[src/tsc_map.svh]
// register offsets, field positions, reset values and limits of the trigger block
// assumes inclusion by bare name from the package and the property checker
`ifndef TSC_MAP_SVH
`define TSC_MAP_SVH
`define TSC_OFF_CMD        8'h00
`define TSC_OFF_CTRL       8'h04
`define TSC_OFF_STAT       8'h08
`define TSC_OFF_PEND_CURR  8'h0c
`define TSC_OFF_PEND_VOLT  8'h10
`define TSC_OFF_IMM_CURR   8'h14
`define TSC_OFF_IMM_VOLT   8'h18
`define TSC_OFF_CNT_CURR   8'h1c
`define TSC_OFF_CNT_VOLT   8'h20
`define TSC_OFF_ACQ_CFG    8'h24
`define TSC_OFF_BUF_PTR    8'h28
`define TSC_OFF_BUF_DATA   8'h2c
`define TSC_CMD_ABORT      0
`define TSC_CMD_INIT_TRAN  1
`define TSC_CMD_INIT_ACQ   2
`define TSC_CMD_TRIG_TRAN  3
`define TSC_CMD_TRIG_ACQ   4
`define TSC_CMD_BUS_TRIG   5
`define TSC_CMD_RESET      6
`define TSC_CMD_RECALL     7
`define TSC_CMD_SELFTEST   8
`define TSC_CMD_STORE      9
`define TSC_CMD_INIT_NAME  10
`define TSC_CMD_NAME_BIT   11
`define TSC_CTRL_CONT      0
`define TSC_ACQ_SRC_BIT    0
`define TSC_ACQ_SLP_LSB    1
`define TSC_STAT_WTG       0
`define TSC_STAT_TRAN      1
`define TSC_STAT_ACQ       2
`define TSC_STAT_TST_RES   3
`define TSC_STAT_TST_DONE  4
`define TSC_STAT_STORES    16
`define TSC_CNT_MIN        7'h01
`define TSC_CNT_MAX        7'h64
`define TSC_CNT_RST        7'h01
`define TSC_BUF_DEPTH      128
`define TSC_TST_CYCLES     8'h10
`define TSC_ERR_CODE       16'h00f0
`endif

[src/tsc_pkg.sv]
// types shared by the trigger control block
// assumes tsc_map.svh is on the include path
`include "tsc_map.svh"
package tsc_pkg;
	typedef enum logic [1:0] {TSC_IDLE = 2'b00, TSC_WAIT = 2'b01, TSC_RUN = 2'b11} tsc_state_t;
	typedef enum logic [1:0] {TSC_SLP_EITHER = 2'b00, TSC_SLP_POS = 2'b01,
		TSC_SLP_NEG = 2'b10} tsc_slope_t;
	typedef enum logic {TSC_SRC_INT = 1'b0, TSC_SRC_BUS = 1'b1} tsc_src_t;
endpackage

[src/tsc_edge_detect.sv]
// internal measurement trigger: hysteresis crossing with slope select
// assumes samples synchronous to sys_clk with a one-cycle valid strobe
`timescale 1ns/1ps
module tsc_edge_detect
	import tsc_pkg::*;
(
	input  wire logic        sys_clk,
	input  wire logic        rst_n,
	input  wire logic        clr,
	input  wire logic        smp_valid,
	input  wire logic [15:0] smp,
	input  wire logic [15:0] level,
	input  wire logic [15:0] hyst,
	input  wire tsc_slope_t  slope,
	output logic             fire
);
	logic [16:0] lo_lim;
	logic [16:0] hi_lim;
	logic        below_q;
	logic        above_q;
	logic        low_hit;
	logic        high_hit;

	// band is level plus and minus half the hysteresis
	assign hi_lim   = {1'b0, level} + {2'b00, hyst[15:1]};
	assign lo_lim   = {1'b0, level} - {2'b00, hyst[15:1]};
	assign low_hit  = lo_lim[16] ? 1'b0 : ({1'b0, smp} < lo_lim);
	assign high_hit = {1'b0, smp} > hi_lim;

	// arm on the starting side, then fire on passing the far limit
	always_ff @(posedge sys_clk) begin
		if (!rst_n || clr) begin
			below_q <= 1'b0;
			above_q <= 1'b0;
		end else if (smp_valid) begin
			if (low_hit)
				below_q <= 1'b1;
			else if (high_hit)
				below_q <= 1'b0;
			if (high_hit)
				above_q <= 1'b1;
			else if (low_hit)
				above_q <= 1'b0;
		end
	end

	// rising needs start below, falling needs start above [RQ20]
	always_comb begin
		fire = 1'b0;
		if (smp_valid) begin
			unique case (slope)
				TSC_SLP_POS: fire = below_q && high_hit; // RQ20
				TSC_SLP_NEG: fire = above_q && low_hit; // RQ20
				default:     fire = (below_q && high_hit) || (above_q && low_hit); // RQ21
			endcase
		end
	end
endmodule // tsc_edge_detect

[src/tsc_trigger_ctrl.sv]
// trigger sequence control: transient and acquire sequences, wishbone slave
// assumes a classic wishbone master on sys_clk and a measurement front end
//
// Behaviour
// [RQ1] controller should not store state repeatedly; nonvolatile memory wears out
// [RQ2] self-test query runs, returns 0 pass or 1 fail, queues errors
// [RQ3] sequences selectable by name or number; 1 is transient, default
// [RQ4] abort cancels trigger actions, pending levels return to immediate values
// [RQ5] abort clears the waiting-for-trigger flag
// [RQ6] continuous on re-initiates transient right after abort
// [RQ7] implicit abort at power-up, recall and reset command
// [RQ8] triggers ignored while a sequence is not initiated
// [RQ9] initiated sequence acts on an event of its selected source
// [RQ10] continuous 1 re-arms transient; 0 needs an initiate per trigger
// [RQ11] transient trigger applies pending current and voltage levels
// [RQ12] waiting flag is or of both sequences' waiting states; the code also sets it while acquire is running
// [RQ13] continuous on re-enables transient after trigger, flag set again
// [RQ14] transient source is bus only, reset value bus
// [RQ15] acquire trigger measures voltage and current into buffer
// [RQ16] current capture count 1 to 100, reset value 1
// [RQ17] voltage capture count 1 to 100, reset value 1
// [RQ18] after each measurement wait for next trigger until count exhausted
// [RQ19] acquire source bus or internal, internal at reset
// [RQ20] internal trigger needs full excursion through hysteresis band
// [RQ21] slope rising, falling or either; either at reset
// [RQ22] common bus trigger only fires sequences whose source is bus
// [RQ23] without continuous, sequence returns idle once action completes
`timescale 1ns/1ps
module tsc_trigger_ctrl
	import tsc_pkg::*;
(
	input  wire logic        sys_clk,
	input  wire logic        rst_n,
	input  wire logic        wb_cyc_i,
	input  wire logic        wb_stb_i,
	input  wire logic        wb_we_i,
	input  wire logic [7:0]  wb_adr_i,
	input  wire logic [3:0]  wb_sel_i,
	input  wire logic [31:0] wb_dat_i,
	output logic      [31:0] wb_dat_o,
	output logic             wb_ack_o,
	output logic             wb_err_o,
	input  wire logic        meas_valid,
	input  wire logic [15:0] meas_volt,
	input  wire logic [15:0] meas_curr,
	input  wire logic        selftest_fail,
	output logic      [15:0] out_curr_level,
	output logic      [15:0] out_volt_level,
	output logic             waiting_for_trigger_flag,
	output logic             err_push,
	output logic      [15:0] err_code,
	output logic             state_store_pulse
);
	logic             ack_q;
	logic      [31:0] dat_q;
	logic             err_q;
	logic             wr_stb;
	logic             rd_stb;
	logic             cont_q;
	logic             acq_src_q;
	logic      [1:0]  slope_q;
	logic      [15:0] lvl_curr_q, lvl_volt_q, hyst_curr_q, hyst_volt_q;
	logic      [15:0] pend_curr_q, pend_volt_q, imm_curr_q, imm_volt_q;
	logic      [6:0]  cnt_curr_q, cnt_volt_q;
	logic      [6:0]  done_q;
	tsc_state_t       tran_q, acq_q;
	logic             power_up_q;
	logic             abort_ev;
	logic             tran_fire;
	logic             init_tran, init_acq;
	logic             tran_ev, acq_ev;
	logic             int_fire_v, int_fire_c;
	logic      [7:0]  tst_cnt_q;
	logic             tst_run_q, tst_res_q, tst_done_q;
	logic      [15:0] store_cnt_q;
	logic      [6:0]  buf_ptr_q, rd_ptr_q;
	logic      [31:0] buf_mem [`TSC_BUF_DEPTH];
	logic      [6:0]  acq_target;

	// a command write is a one-cycle strobe on the accepting edge
	function automatic logic cmd_hit(input logic [31:0] d, input int b);
		return d[b];
	endfunction

	assign wr_stb = wb_cyc_i && wb_stb_i && wb_we_i && !ack_q && wb_sel_i[0];
	// err also blocks a retake, so an unmapped access answers exactly once
	assign rd_stb = wb_cyc_i && wb_stb_i && !ack_q && !err_q;

	// decoded command events
	wire cmd_wr = wr_stb && (wb_adr_i == `TSC_OFF_CMD);
	// reset command clears continuous, so its abort must not re-arm
	wire rst_cmd = cmd_wr && cmd_hit(wb_dat_i, `TSC_CMD_RESET);
	// power-up, recall and reset all force an abort
	assign abort_ev = power_up_q || (cmd_wr && (cmd_hit(wb_dat_i, `TSC_CMD_ABORT)
		|| cmd_hit(wb_dat_i, `TSC_CMD_RESET) || cmd_hit(wb_dat_i, `TSC_CMD_RECALL))); // RQ7
	// name-based initiate uses the name bit: 0 transient, 1 acquire
	wire name_init = cmd_wr && cmd_hit(wb_dat_i, `TSC_CMD_INIT_NAME);
	assign init_tran = cmd_wr && (cmd_hit(wb_dat_i, `TSC_CMD_INIT_TRAN)
		|| (name_init && !wb_dat_i[`TSC_CMD_NAME_BIT])); // RQ3
	assign init_acq = cmd_wr && (cmd_hit(wb_dat_i, `TSC_CMD_INIT_ACQ)
		|| (name_init && wb_dat_i[`TSC_CMD_NAME_BIT])); // RQ3
	wire bus_trig = cmd_wr && cmd_hit(wb_dat_i, `TSC_CMD_BUS_TRIG);
	// transient source is always bus, so a common trigger always reaches it
	assign tran_ev = cmd_wr && (cmd_hit(wb_dat_i, `TSC_CMD_TRIG_TRAN) || bus_trig); // RQ14
	assign tran_fire = (tran_q == TSC_WAIT) && tran_ev && !abort_ev; // RQ9 RQ11
	// common trigger reaches acquire only when its source is bus
	assign acq_ev = (acq_src_q == TSC_SRC_BUS)
		? (bus_trig || (cmd_wr && cmd_hit(wb_dat_i, `TSC_CMD_TRIG_ACQ))) // RQ22
		: (int_fire_v || int_fire_c); // RQ19
	assign acq_target = (cnt_curr_q > cnt_volt_q) ? cnt_curr_q : cnt_volt_q;

	// power-up abort pulse after reset release
	always_ff @(posedge sys_clk) begin
		if (!rst_n)
			power_up_q <= 1'b1;
		else
			power_up_q <= 1'b0; // RQ7
	end

	// wishbone classic slave, one wait state, ack drops after one cycle
	always_ff @(posedge sys_clk) begin
		if (!rst_n) begin
			ack_q <= 1'b0;
			err_q <= 1'b0;
			dat_q <= 32'h0;
		end else begin
			ack_q <= 1'b0;
			err_q <= 1'b0;
			if (rd_stb) begin
				ack_q <= 1'b1;
				dat_q <= 32'h0;
				unique case (wb_adr_i)
					`TSC_OFF_CMD:       ;
					`TSC_OFF_CTRL:      dat_q <= {31'h0, cont_q};
					`TSC_OFF_STAT:      dat_q <= {store_cnt_q, 11'h0, tst_done_q, tst_res_q,
						acq_q != TSC_IDLE, tran_q != TSC_IDLE, waiting_for_trigger_flag};
					`TSC_OFF_PEND_CURR: dat_q <= {16'h0, pend_curr_q};
					`TSC_OFF_PEND_VOLT: dat_q <= {16'h0, pend_volt_q};
					`TSC_OFF_IMM_CURR:  dat_q <= {16'h0, imm_curr_q};
					`TSC_OFF_IMM_VOLT:  dat_q <= {16'h0, imm_volt_q};
					`TSC_OFF_CNT_CURR:  dat_q <= {25'h0, cnt_curr_q};
					`TSC_OFF_CNT_VOLT:  dat_q <= {25'h0, cnt_volt_q};
					`TSC_OFF_ACQ_CFG:   dat_q <= {29'h0, slope_q, acq_src_q};
					`TSC_OFF_BUF_PTR:   dat_q <= {9'h0, rd_ptr_q, 9'h0, buf_ptr_q};
					`TSC_OFF_BUF_DATA:  dat_q <= buf_mem[rd_ptr_q];
					default: begin
						ack_q <= 1'b0;
						err_q <= 1'b1; // unmapped address answers with err
					end
				endcase
			end
		end
	end
	assign wb_ack_o = ack_q;
	assign wb_err_o = err_q;
	assign wb_dat_o = dat_q;

	// configuration registers; out-of-range counts are refused
	always_ff @(posedge sys_clk) begin
		if (!rst_n || (cmd_wr && cmd_hit(wb_dat_i, `TSC_CMD_RESET))) begin
			cont_q      <= 1'b0;
			acq_src_q   <= TSC_SRC_INT; // RQ19
			slope_q     <= TSC_SLP_EITHER; // RQ21
			cnt_curr_q  <= `TSC_CNT_RST; // RQ16
			cnt_volt_q  <= `TSC_CNT_RST; // RQ17
			imm_curr_q  <= 16'h0;
			imm_volt_q  <= 16'h0;
			lvl_curr_q  <= 16'h0;
			lvl_volt_q  <= 16'h0;
			hyst_curr_q <= 16'h0;
			hyst_volt_q <= 16'h0;
		end else if (tran_fire) begin
			// triggered levels become the new immediate levels
			imm_curr_q <= pend_curr_q; // RQ11
			imm_volt_q <= pend_volt_q; // RQ11
		end else if (wr_stb) begin
			unique case (wb_adr_i)
				`TSC_OFF_CTRL:     cont_q <= wb_dat_i[`TSC_CTRL_CONT];
				`TSC_OFF_IMM_CURR: imm_curr_q <= wb_dat_i[15:0];
				`TSC_OFF_IMM_VOLT: imm_volt_q <= wb_dat_i[15:0];
				`TSC_OFF_CNT_CURR:
					if (wb_dat_i[6:0] >= `TSC_CNT_MIN && wb_dat_i[6:0] <= `TSC_CNT_MAX
						&& wb_dat_i[31:7] == 25'h0)
						cnt_curr_q <= wb_dat_i[6:0]; // RQ16
				`TSC_OFF_CNT_VOLT:
					if (wb_dat_i[6:0] >= `TSC_CNT_MIN && wb_dat_i[6:0] <= `TSC_CNT_MAX
						&& wb_dat_i[31:7] == 25'h0)
						cnt_volt_q <= wb_dat_i[6:0]; // RQ17
				`TSC_OFF_ACQ_CFG: begin
					acq_src_q <= wb_dat_i[`TSC_ACQ_SRC_BIT];
					if (wb_dat_i[`TSC_ACQ_SLP_LSB+1:`TSC_ACQ_SLP_LSB] != 2'b11)
						slope_q <= wb_dat_i[`TSC_ACQ_SLP_LSB+1:`TSC_ACQ_SLP_LSB];
					lvl_volt_q  <= wb_dat_i[31:16];
					hyst_volt_q <= {8'h0, wb_dat_i[15:8]};
				end
				default: ;
			endcase
		end
	end

	// pending levels; abort returns them to the immediate values
	always_ff @(posedge sys_clk) begin
		if (!rst_n) begin
			pend_curr_q <= 16'h0;
			pend_volt_q <= 16'h0;
		end else if (abort_ev) begin
			pend_curr_q <= imm_curr_q; // RQ4
			pend_volt_q <= imm_volt_q; // RQ4
		end else if (wr_stb && wb_adr_i == `TSC_OFF_PEND_CURR)
			pend_curr_q <= wb_dat_i[15:0];
		else if (wr_stb && wb_adr_i == `TSC_OFF_PEND_VOLT)
			pend_volt_q <= wb_dat_i[15:0];
	end

	// output levels follow immediate values, so an applied trigger level sticks
	always_ff @(posedge sys_clk) begin
		if (!rst_n) begin
			out_curr_level <= 16'h0;
			out_volt_level <= 16'h0;
		end else begin
			out_curr_level <= imm_curr_q; // RQ11
			out_volt_level <= imm_volt_q; // RQ11
		end
	end

	// transient sequence; abort wins over everything, then re-arms if continuous
	always_ff @(posedge sys_clk) begin
		if (!rst_n)
			tran_q <= TSC_IDLE;
		else if (abort_ev)
			tran_q <= (cont_q && !rst_cmd) ? TSC_WAIT : TSC_IDLE; // RQ4 RQ6
		else unique case (tran_q)
			TSC_IDLE:
				if (init_tran || cont_q)
					tran_q <= TSC_WAIT; // RQ10
			TSC_WAIT:
				if (tran_ev)
					tran_q <= TSC_RUN; // RQ9
			TSC_RUN:
				tran_q <= cont_q ? TSC_WAIT : TSC_IDLE; // RQ13 RQ23
			default:
				tran_q <= TSC_IDLE;
		endcase
	end

	// acquire sequence counts triggers until the larger capture count
	always_ff @(posedge sys_clk) begin
		if (!rst_n) begin
			acq_q  <= TSC_IDLE;
			done_q <= 7'h0;
		end else if (abort_ev) begin
			acq_q  <= TSC_IDLE; // RQ4
			done_q <= 7'h0;
		end else unique case (acq_q)
			TSC_IDLE:
				if (init_acq) begin
					acq_q  <= TSC_WAIT;
					done_q <= 7'h0;
				end
			TSC_WAIT:
				if (acq_ev)
					acq_q <= TSC_RUN; // RQ9 RQ15
			TSC_RUN:
				if (meas_valid) begin
					done_q <= done_q + 7'h1;
					acq_q  <= (done_q + 7'h1 >= acq_target) ? TSC_IDLE : TSC_WAIT; // RQ18 RQ23
				end
			default:
				acq_q <= TSC_IDLE;
		endcase
	end

	// capture buffer, written only by triggered measurements
	always_ff @(posedge sys_clk) begin
		if (!rst_n || init_acq)
			buf_ptr_q <= 7'h0;
		else if (acq_q == TSC_RUN && meas_valid) begin
			buf_mem[buf_ptr_q] <= {meas_volt, meas_curr}; // RQ15
			buf_ptr_q <= buf_ptr_q + 7'h1;
		end
	end

	// read pointer for draining the buffer
	always_ff @(posedge sys_clk) begin
		if (!rst_n)
			rd_ptr_q <= 7'h0;
		else if (wr_stb && wb_adr_i == `TSC_OFF_BUF_PTR)
			rd_ptr_q <= wb_dat_i[22:16];
	end

	// flag is the or of transient waiting and acquire not idle; triggers outside wait are ignored
	always_ff @(posedge sys_clk) begin
		if (!rst_n)
			waiting_for_trigger_flag <= 1'b0;
		else if (abort_ev)
			waiting_for_trigger_flag <= cont_q && !rst_cmd; // RQ5 RQ6
		else
			waiting_for_trigger_flag <= (tran_q == TSC_WAIT && !tran_ev) || tran_q == TSC_RUN && cont_q
				|| (tran_q == TSC_IDLE && (init_tran || cont_q))
				|| (acq_q != TSC_IDLE) || init_acq; // RQ8 RQ12 RQ13
	end

	// self-test: fixed run time, result 0 pass or 1 fail, error queued on failure
	always_ff @(posedge sys_clk) begin
		if (!rst_n) begin
			tst_run_q  <= 1'b0;
			tst_res_q  <= 1'b0;
			tst_done_q <= 1'b0;
			tst_cnt_q  <= 8'h0;
			err_push   <= 1'b0;
			err_code   <= 16'h0;
		end else begin
			err_push <= 1'b0;
			if (cmd_wr && cmd_hit(wb_dat_i, `TSC_CMD_SELFTEST) && !tst_run_q) begin
				tst_run_q  <= 1'b1;
				tst_done_q <= 1'b0;
				tst_res_q  <= 1'b0;
				tst_cnt_q  <= `TSC_TST_CYCLES;
			end else if (tst_run_q) begin
				if (selftest_fail)
					tst_res_q <= 1'b1; // RQ2
				tst_cnt_q <= tst_cnt_q - 8'h1;
				if (tst_cnt_q == 8'h1) begin
					tst_run_q  <= 1'b0;
					tst_done_q <= 1'b1;
					err_push   <= tst_res_q || selftest_fail; // RQ2
					err_code   <= `TSC_ERR_CODE;
				end
			end
		end
	end

	// state store strobe and wear counter so software can watch write count
	always_ff @(posedge sys_clk) begin
		if (!rst_n) begin
			state_store_pulse <= 1'b0;
			store_cnt_q       <= 16'h0;
		end else begin
			state_store_pulse <= cmd_wr && cmd_hit(wb_dat_i, `TSC_CMD_STORE); // RQ1
			if (cmd_wr && cmd_hit(wb_dat_i, `TSC_CMD_STORE) && store_cnt_q != 16'hffff)
				store_cnt_q <= store_cnt_q + 16'h1;
		end
	end

	// internal triggers from voltage crossings; current level and hysteresis stay 0, so that detector never fires
	tsc_edge_detect u_det_volt (
		.sys_clk   (sys_clk),
		.rst_n     (rst_n),
		.clr       (acq_q != TSC_WAIT),
		.smp_valid (meas_valid),
		.smp       (meas_volt),
		.level     (lvl_volt_q),
		.hyst      (hyst_volt_q),
		.slope     (tsc_slope_t'(slope_q)),
		.fire      (int_fire_v)
	);
	tsc_edge_detect u_det_curr (
		.sys_clk   (sys_clk),
		.rst_n     (rst_n),
		.clr       (acq_q != TSC_WAIT),
		.smp_valid (meas_valid),
		.smp       (meas_curr),
		.level     (lvl_curr_q),
		.hyst      (hyst_curr_q),
		.slope     (tsc_slope_t'(slope_q)),
		.fire      (int_fire_c)
	);
endmodule // tsc_trigger_ctrl

[config.mk]
export PLATFORM = sky130hd
export DESIGN_NAME = tsc_trigger_ctrl
export DESIGN_NICKNAME = d
export VERILOG_FILES = /design/src/tsc_pkg.sv /design/src/tsc_edge_detect.sv /design/src/tsc_trigger_ctrl.sv
export VERILOG_INCLUDE_DIRS = /design/src
export SDC_FILE = /design/constraint.sdc
export NUM_CORES = 2
export LEC_CHECK = 0
export BUFFER_PORTS_ARGS = -buffer_cell sky130_fd_sc_hd__buf_2
export CAP_MARGIN = 10
export CORE_MARGIN = 3
export CORE_UTILIZATION = 50
export CTS_BUF_LIST = sky130_fd_sc_hd__clkbuf_8
export CTS_CLUSTER_SIZE = 40
export DETAILED_ROUTE_END_ITERATION = 8
export PLACE_DENSITY = 0.7
export SYNTH_ARGS = -nofsm -noshare
export SYNTH_HDL_FRONTEND = slang
export SYNTH_SLANG_ARGS = --single-unit
[constraint.sdc]
create_clock -name sys_clk -period 4.8 [get_ports sys_clk]
set_input_delay 0.24 -clock sys_clk [delete_from_list [all_inputs] [get_ports sys_clk]]
set_output_delay 0.24 -clock sys_clk [all_outputs]
set_load 0.01 [all_outputs]
==> out/results.ini <==
[outcome]
status = finished clean

[cells_and_area]
seq_area_mm2 = 0.128
fillers = 23717
multi_input_area_mm2 = 0.0388
synthToLayoutAreaGrowth_pct = 13.7
layout-drive-gt1-share_pct = 27.3
final_area_mm2 = 0.191
nNetsFinal = 9263

[power]
vdd_drop_max_v = 0.000243
switching_power_uw = 15100
pwr-share-clk_pct = 39.7
power_leakage_uw = 0.0592
seqPwrFrac_pct = 58.7
p_per_area_mw_per_mm2 = 370
intPower_uw = 55300
power_switching_share_pct = 21.4
comb_power_share_pct = 1.5

[timing]
grt_setup_unrepaired = no
tightest_slew_ps = 1450
slew_headroom_pct = 2.30
fin_skew_ps = 64.3
period_needed_ps = 4290
setup_violations = 0
maxSlewViolCount = 0
hold_viol = 0
setup_tns_ps = 0
post-route-period-util_pct = 89.4
max_freq_mhz = 233

[clock_tree]
cts-root-buf = clkbuf_8
tritoncts = done
cts_setup_buffers = 0
path_clk_slew_ps = 60
cts_resized = 0
cts.hold.buffers_added = 146
clockBufferDepth = 4
clk_latency_ps = 1240
numCtsBuffers = 663
htreeDepth = 6
cts_sinks = 4333

[detailed_routing]
vias = 89845
post_drt_wl_per_cell_um = 32.7
via_per_inst = 6.41
totalWireLength_um = 458000
dr.pass1.iters = 7
drt_iter0_markers = 11856
drc = 0
drtAntennaViolNets = 0

[die]
initial_core_util_pct = 50.5
die_y_um = 585
row_count = 211
coreArea_mm2 = 0.332
ios = 168
die_w_um = 585
dieArea_mm2 = 0.342

[logic_synthesis]
syn_inst = 8212
ys.flop_type = edfxtp_1
synth-edff-count = 4096
syn_area_mm2 = 0.168
yosys_warnings = 0
ys_types = 77
syn_area_per_cell_um2 = 20.4
synth_seq_cells = 4333
yosysSeqAreaShare_pct = 76.2
async_reset_ff_share_pct = 0

[setup_path]
cp.required_ps = 5740
worstPathArrival_ps = 5230
max_stage_delay_ps = 790
slowest_stage = o21ai_1
crit_path_start_kind = flip-flop
crit_fanout = 22
cp-end-kind = flip-flop
path_class = reg2reg
cp_cell_sequence = nand3b_1 -> nor2_1 -> nand3_1 -> o21ai_1 -> nand2b_2 -> buf_4 -> nor2_4 -> buf_12
reg2reg_slack_ps = 510

[global_routing]
antenna_found_initial = 20
overflow = 0
grt_pass1_wl_um = 653000
grt_pass1_vias = 90173
grt_max_degree = 109
grt_use_total_pct = 26.6

[placement]
gp_congestion = 0.946
hpwl_um = 268000
place_area_mm2 = 0.177
io_buffers = 152

[flow_run]
cap_viol_max_count = 0

[worst_hold_path]
hold_path_class = in2reg

==> worst max-delay path, delay by kind of cell (launching register included) <==
| kind | cells | cell delay, ps |
|---|---|---|
| buffers and inverters | 2 | 810 |
| and+or+nand+nor | 5 | 1990 |
| DFF | 1 | 350 |
| AOI/OAI and AO/OA | 1 | 790 |
==> flip-flops by register name, indices dropped and copies added, names as in the netlist, 8 cells and up, named ones only <==
signal / flops
pend_volt_q: 16
lvl_volt_q: 16
imm_curr_q: 16
out_curr_level: 16
tst_cnt_q: 8
wb_dat_o: 32
store_cnt_q: 16
out_volt_level: 16
buf_mem: 4096
imm_volt_q: 16
pend_curr_q: 16
==> through the flow <==
step	power (uW)	std cells	util (%)	hold WS, ps	setup WS, ps
2_1_floorplan	42300	8223	-	339	999
3_3_place_gp	43100	12666	53.4	453	687
5_1_grt	72600	13991	57.4	42.6	331
4_1_cts	70800	13984	57.4	13.3	671
6_report	70400	14009	57.4	88.6	509
3_5_place_dp	43100	12666	53.4	469	626
==> layer usage <==
layer / part of all wire [%] / GRT usage, %
met1: 37 / 35.9
met2: 46 / 40.8
met3: 12 / 8.05
met4: 4.6 / 11.0
met5: 0 / 0
==> power by group through the flow <==
stage	Combinational, uW	Clock, uW	Sequential, uW
after floorplan	153	0	42100
after global placement	919	0	42100
after detailed placement	980	0	42100
after CTS	1070	28400	41300
after global routing	1150	30100	41300
final	1090	28000	41300
==> synthesized netlist by cell type (23+ instances only) <==
library cell,instances,share of area (%)
a21oi_1,240,0.72
a22o_1,38,0.20
o21ai_0,84,0.25
nand2_1,256,0.57
and2_1,43,0.16
nand3_1,42,0.13
mux2i_1,132,0.79
nor2_1,337,0.76
clkbuf_1,311,0.70
inv_1,35,0.078
a221oi_1,29,0.15
mux4_2,971,13
dfxtp_1,237,2.8
xnor2_1,33,0.17
buf_2,82,0.24
ha_1,66,0.49
nor3_1,32,0.096
buf_1,86,0.19
nor2b_1,71,0.27
mux2_2,106,0.71
a32oi_1,23,0.12
o22ai_1,53,0.20
a211oi_1,155,0.69
xor2_1,25,0.13
edfxtp_1,4096,73
a22oi_1,376,1.7
==> final cells by class <==
type | instances | share of cell area [%]
timing repair buffer | 723 | 3.36
tap | 4366 | 2.87
antenna | 24 | 0.0315
sequential | 4333 | 67.1
multi-input combinational | 3355 | 20.3
clock buffer | 681 | 4.92
clock inverter | 491 | 1.34
inverter | 36 | 0.0709
==> cells by family (layout without fill, tap and decap cells) <==
group	count (synthesis)	after routing	share of synthesized area [%]
AOI/OAI and AO/OA	1107	1107	4.56
and+or+nand+nor	901	901	2.51
adders and majority gates	68	68	0.517
DFF	4333	4333	76.2
other	1	36	0.00224
xor gates and xnor gates	58	58	0.303
muxes	1209	1209	14.6
buffers and inverters	535	1931	1.31
==> layout by cell type (no fill, tap or decap), types with 25 or more instances in the layout <==
master and instances:
edfxtp_1 4096, mux4_2 971, clkbuf_8 681, buf_4 384, a22oi_1 376, inv_1 256
nand2_1 253, a21oi_1 238, dfxtp_1 230, nor2_1 205, clkinv_1 159, a211oi_1 155
dlygate4sd3_1 146, mux2i_1 132, nor2_4 131, buf_2 120, mux2_2 106, o21ai_0 84
buf_12 73, nor2b_1 67, ha_1 66, o22ai_1 53, clkinv_2 48, nand3_1 41
and2_1 41, a22o_1 38, xnor2_1 33, nor3_1 30, a221oi_1 29, xor2_1 25
==> worst paths after layout <==
check        depth (start not counted)          endpoint           from
max                                  8    buf_mem[7][20]       wb_ack_o
min                                  2  buf_mem[116][31]  meas_volt[15]
max reg2reg                          8    buf_mem[7][20]       wb_ack_o
min reg2reg                          2         done_q[6]      done_q[6]
Note: power is estimated with default switching activity, not from simulation.
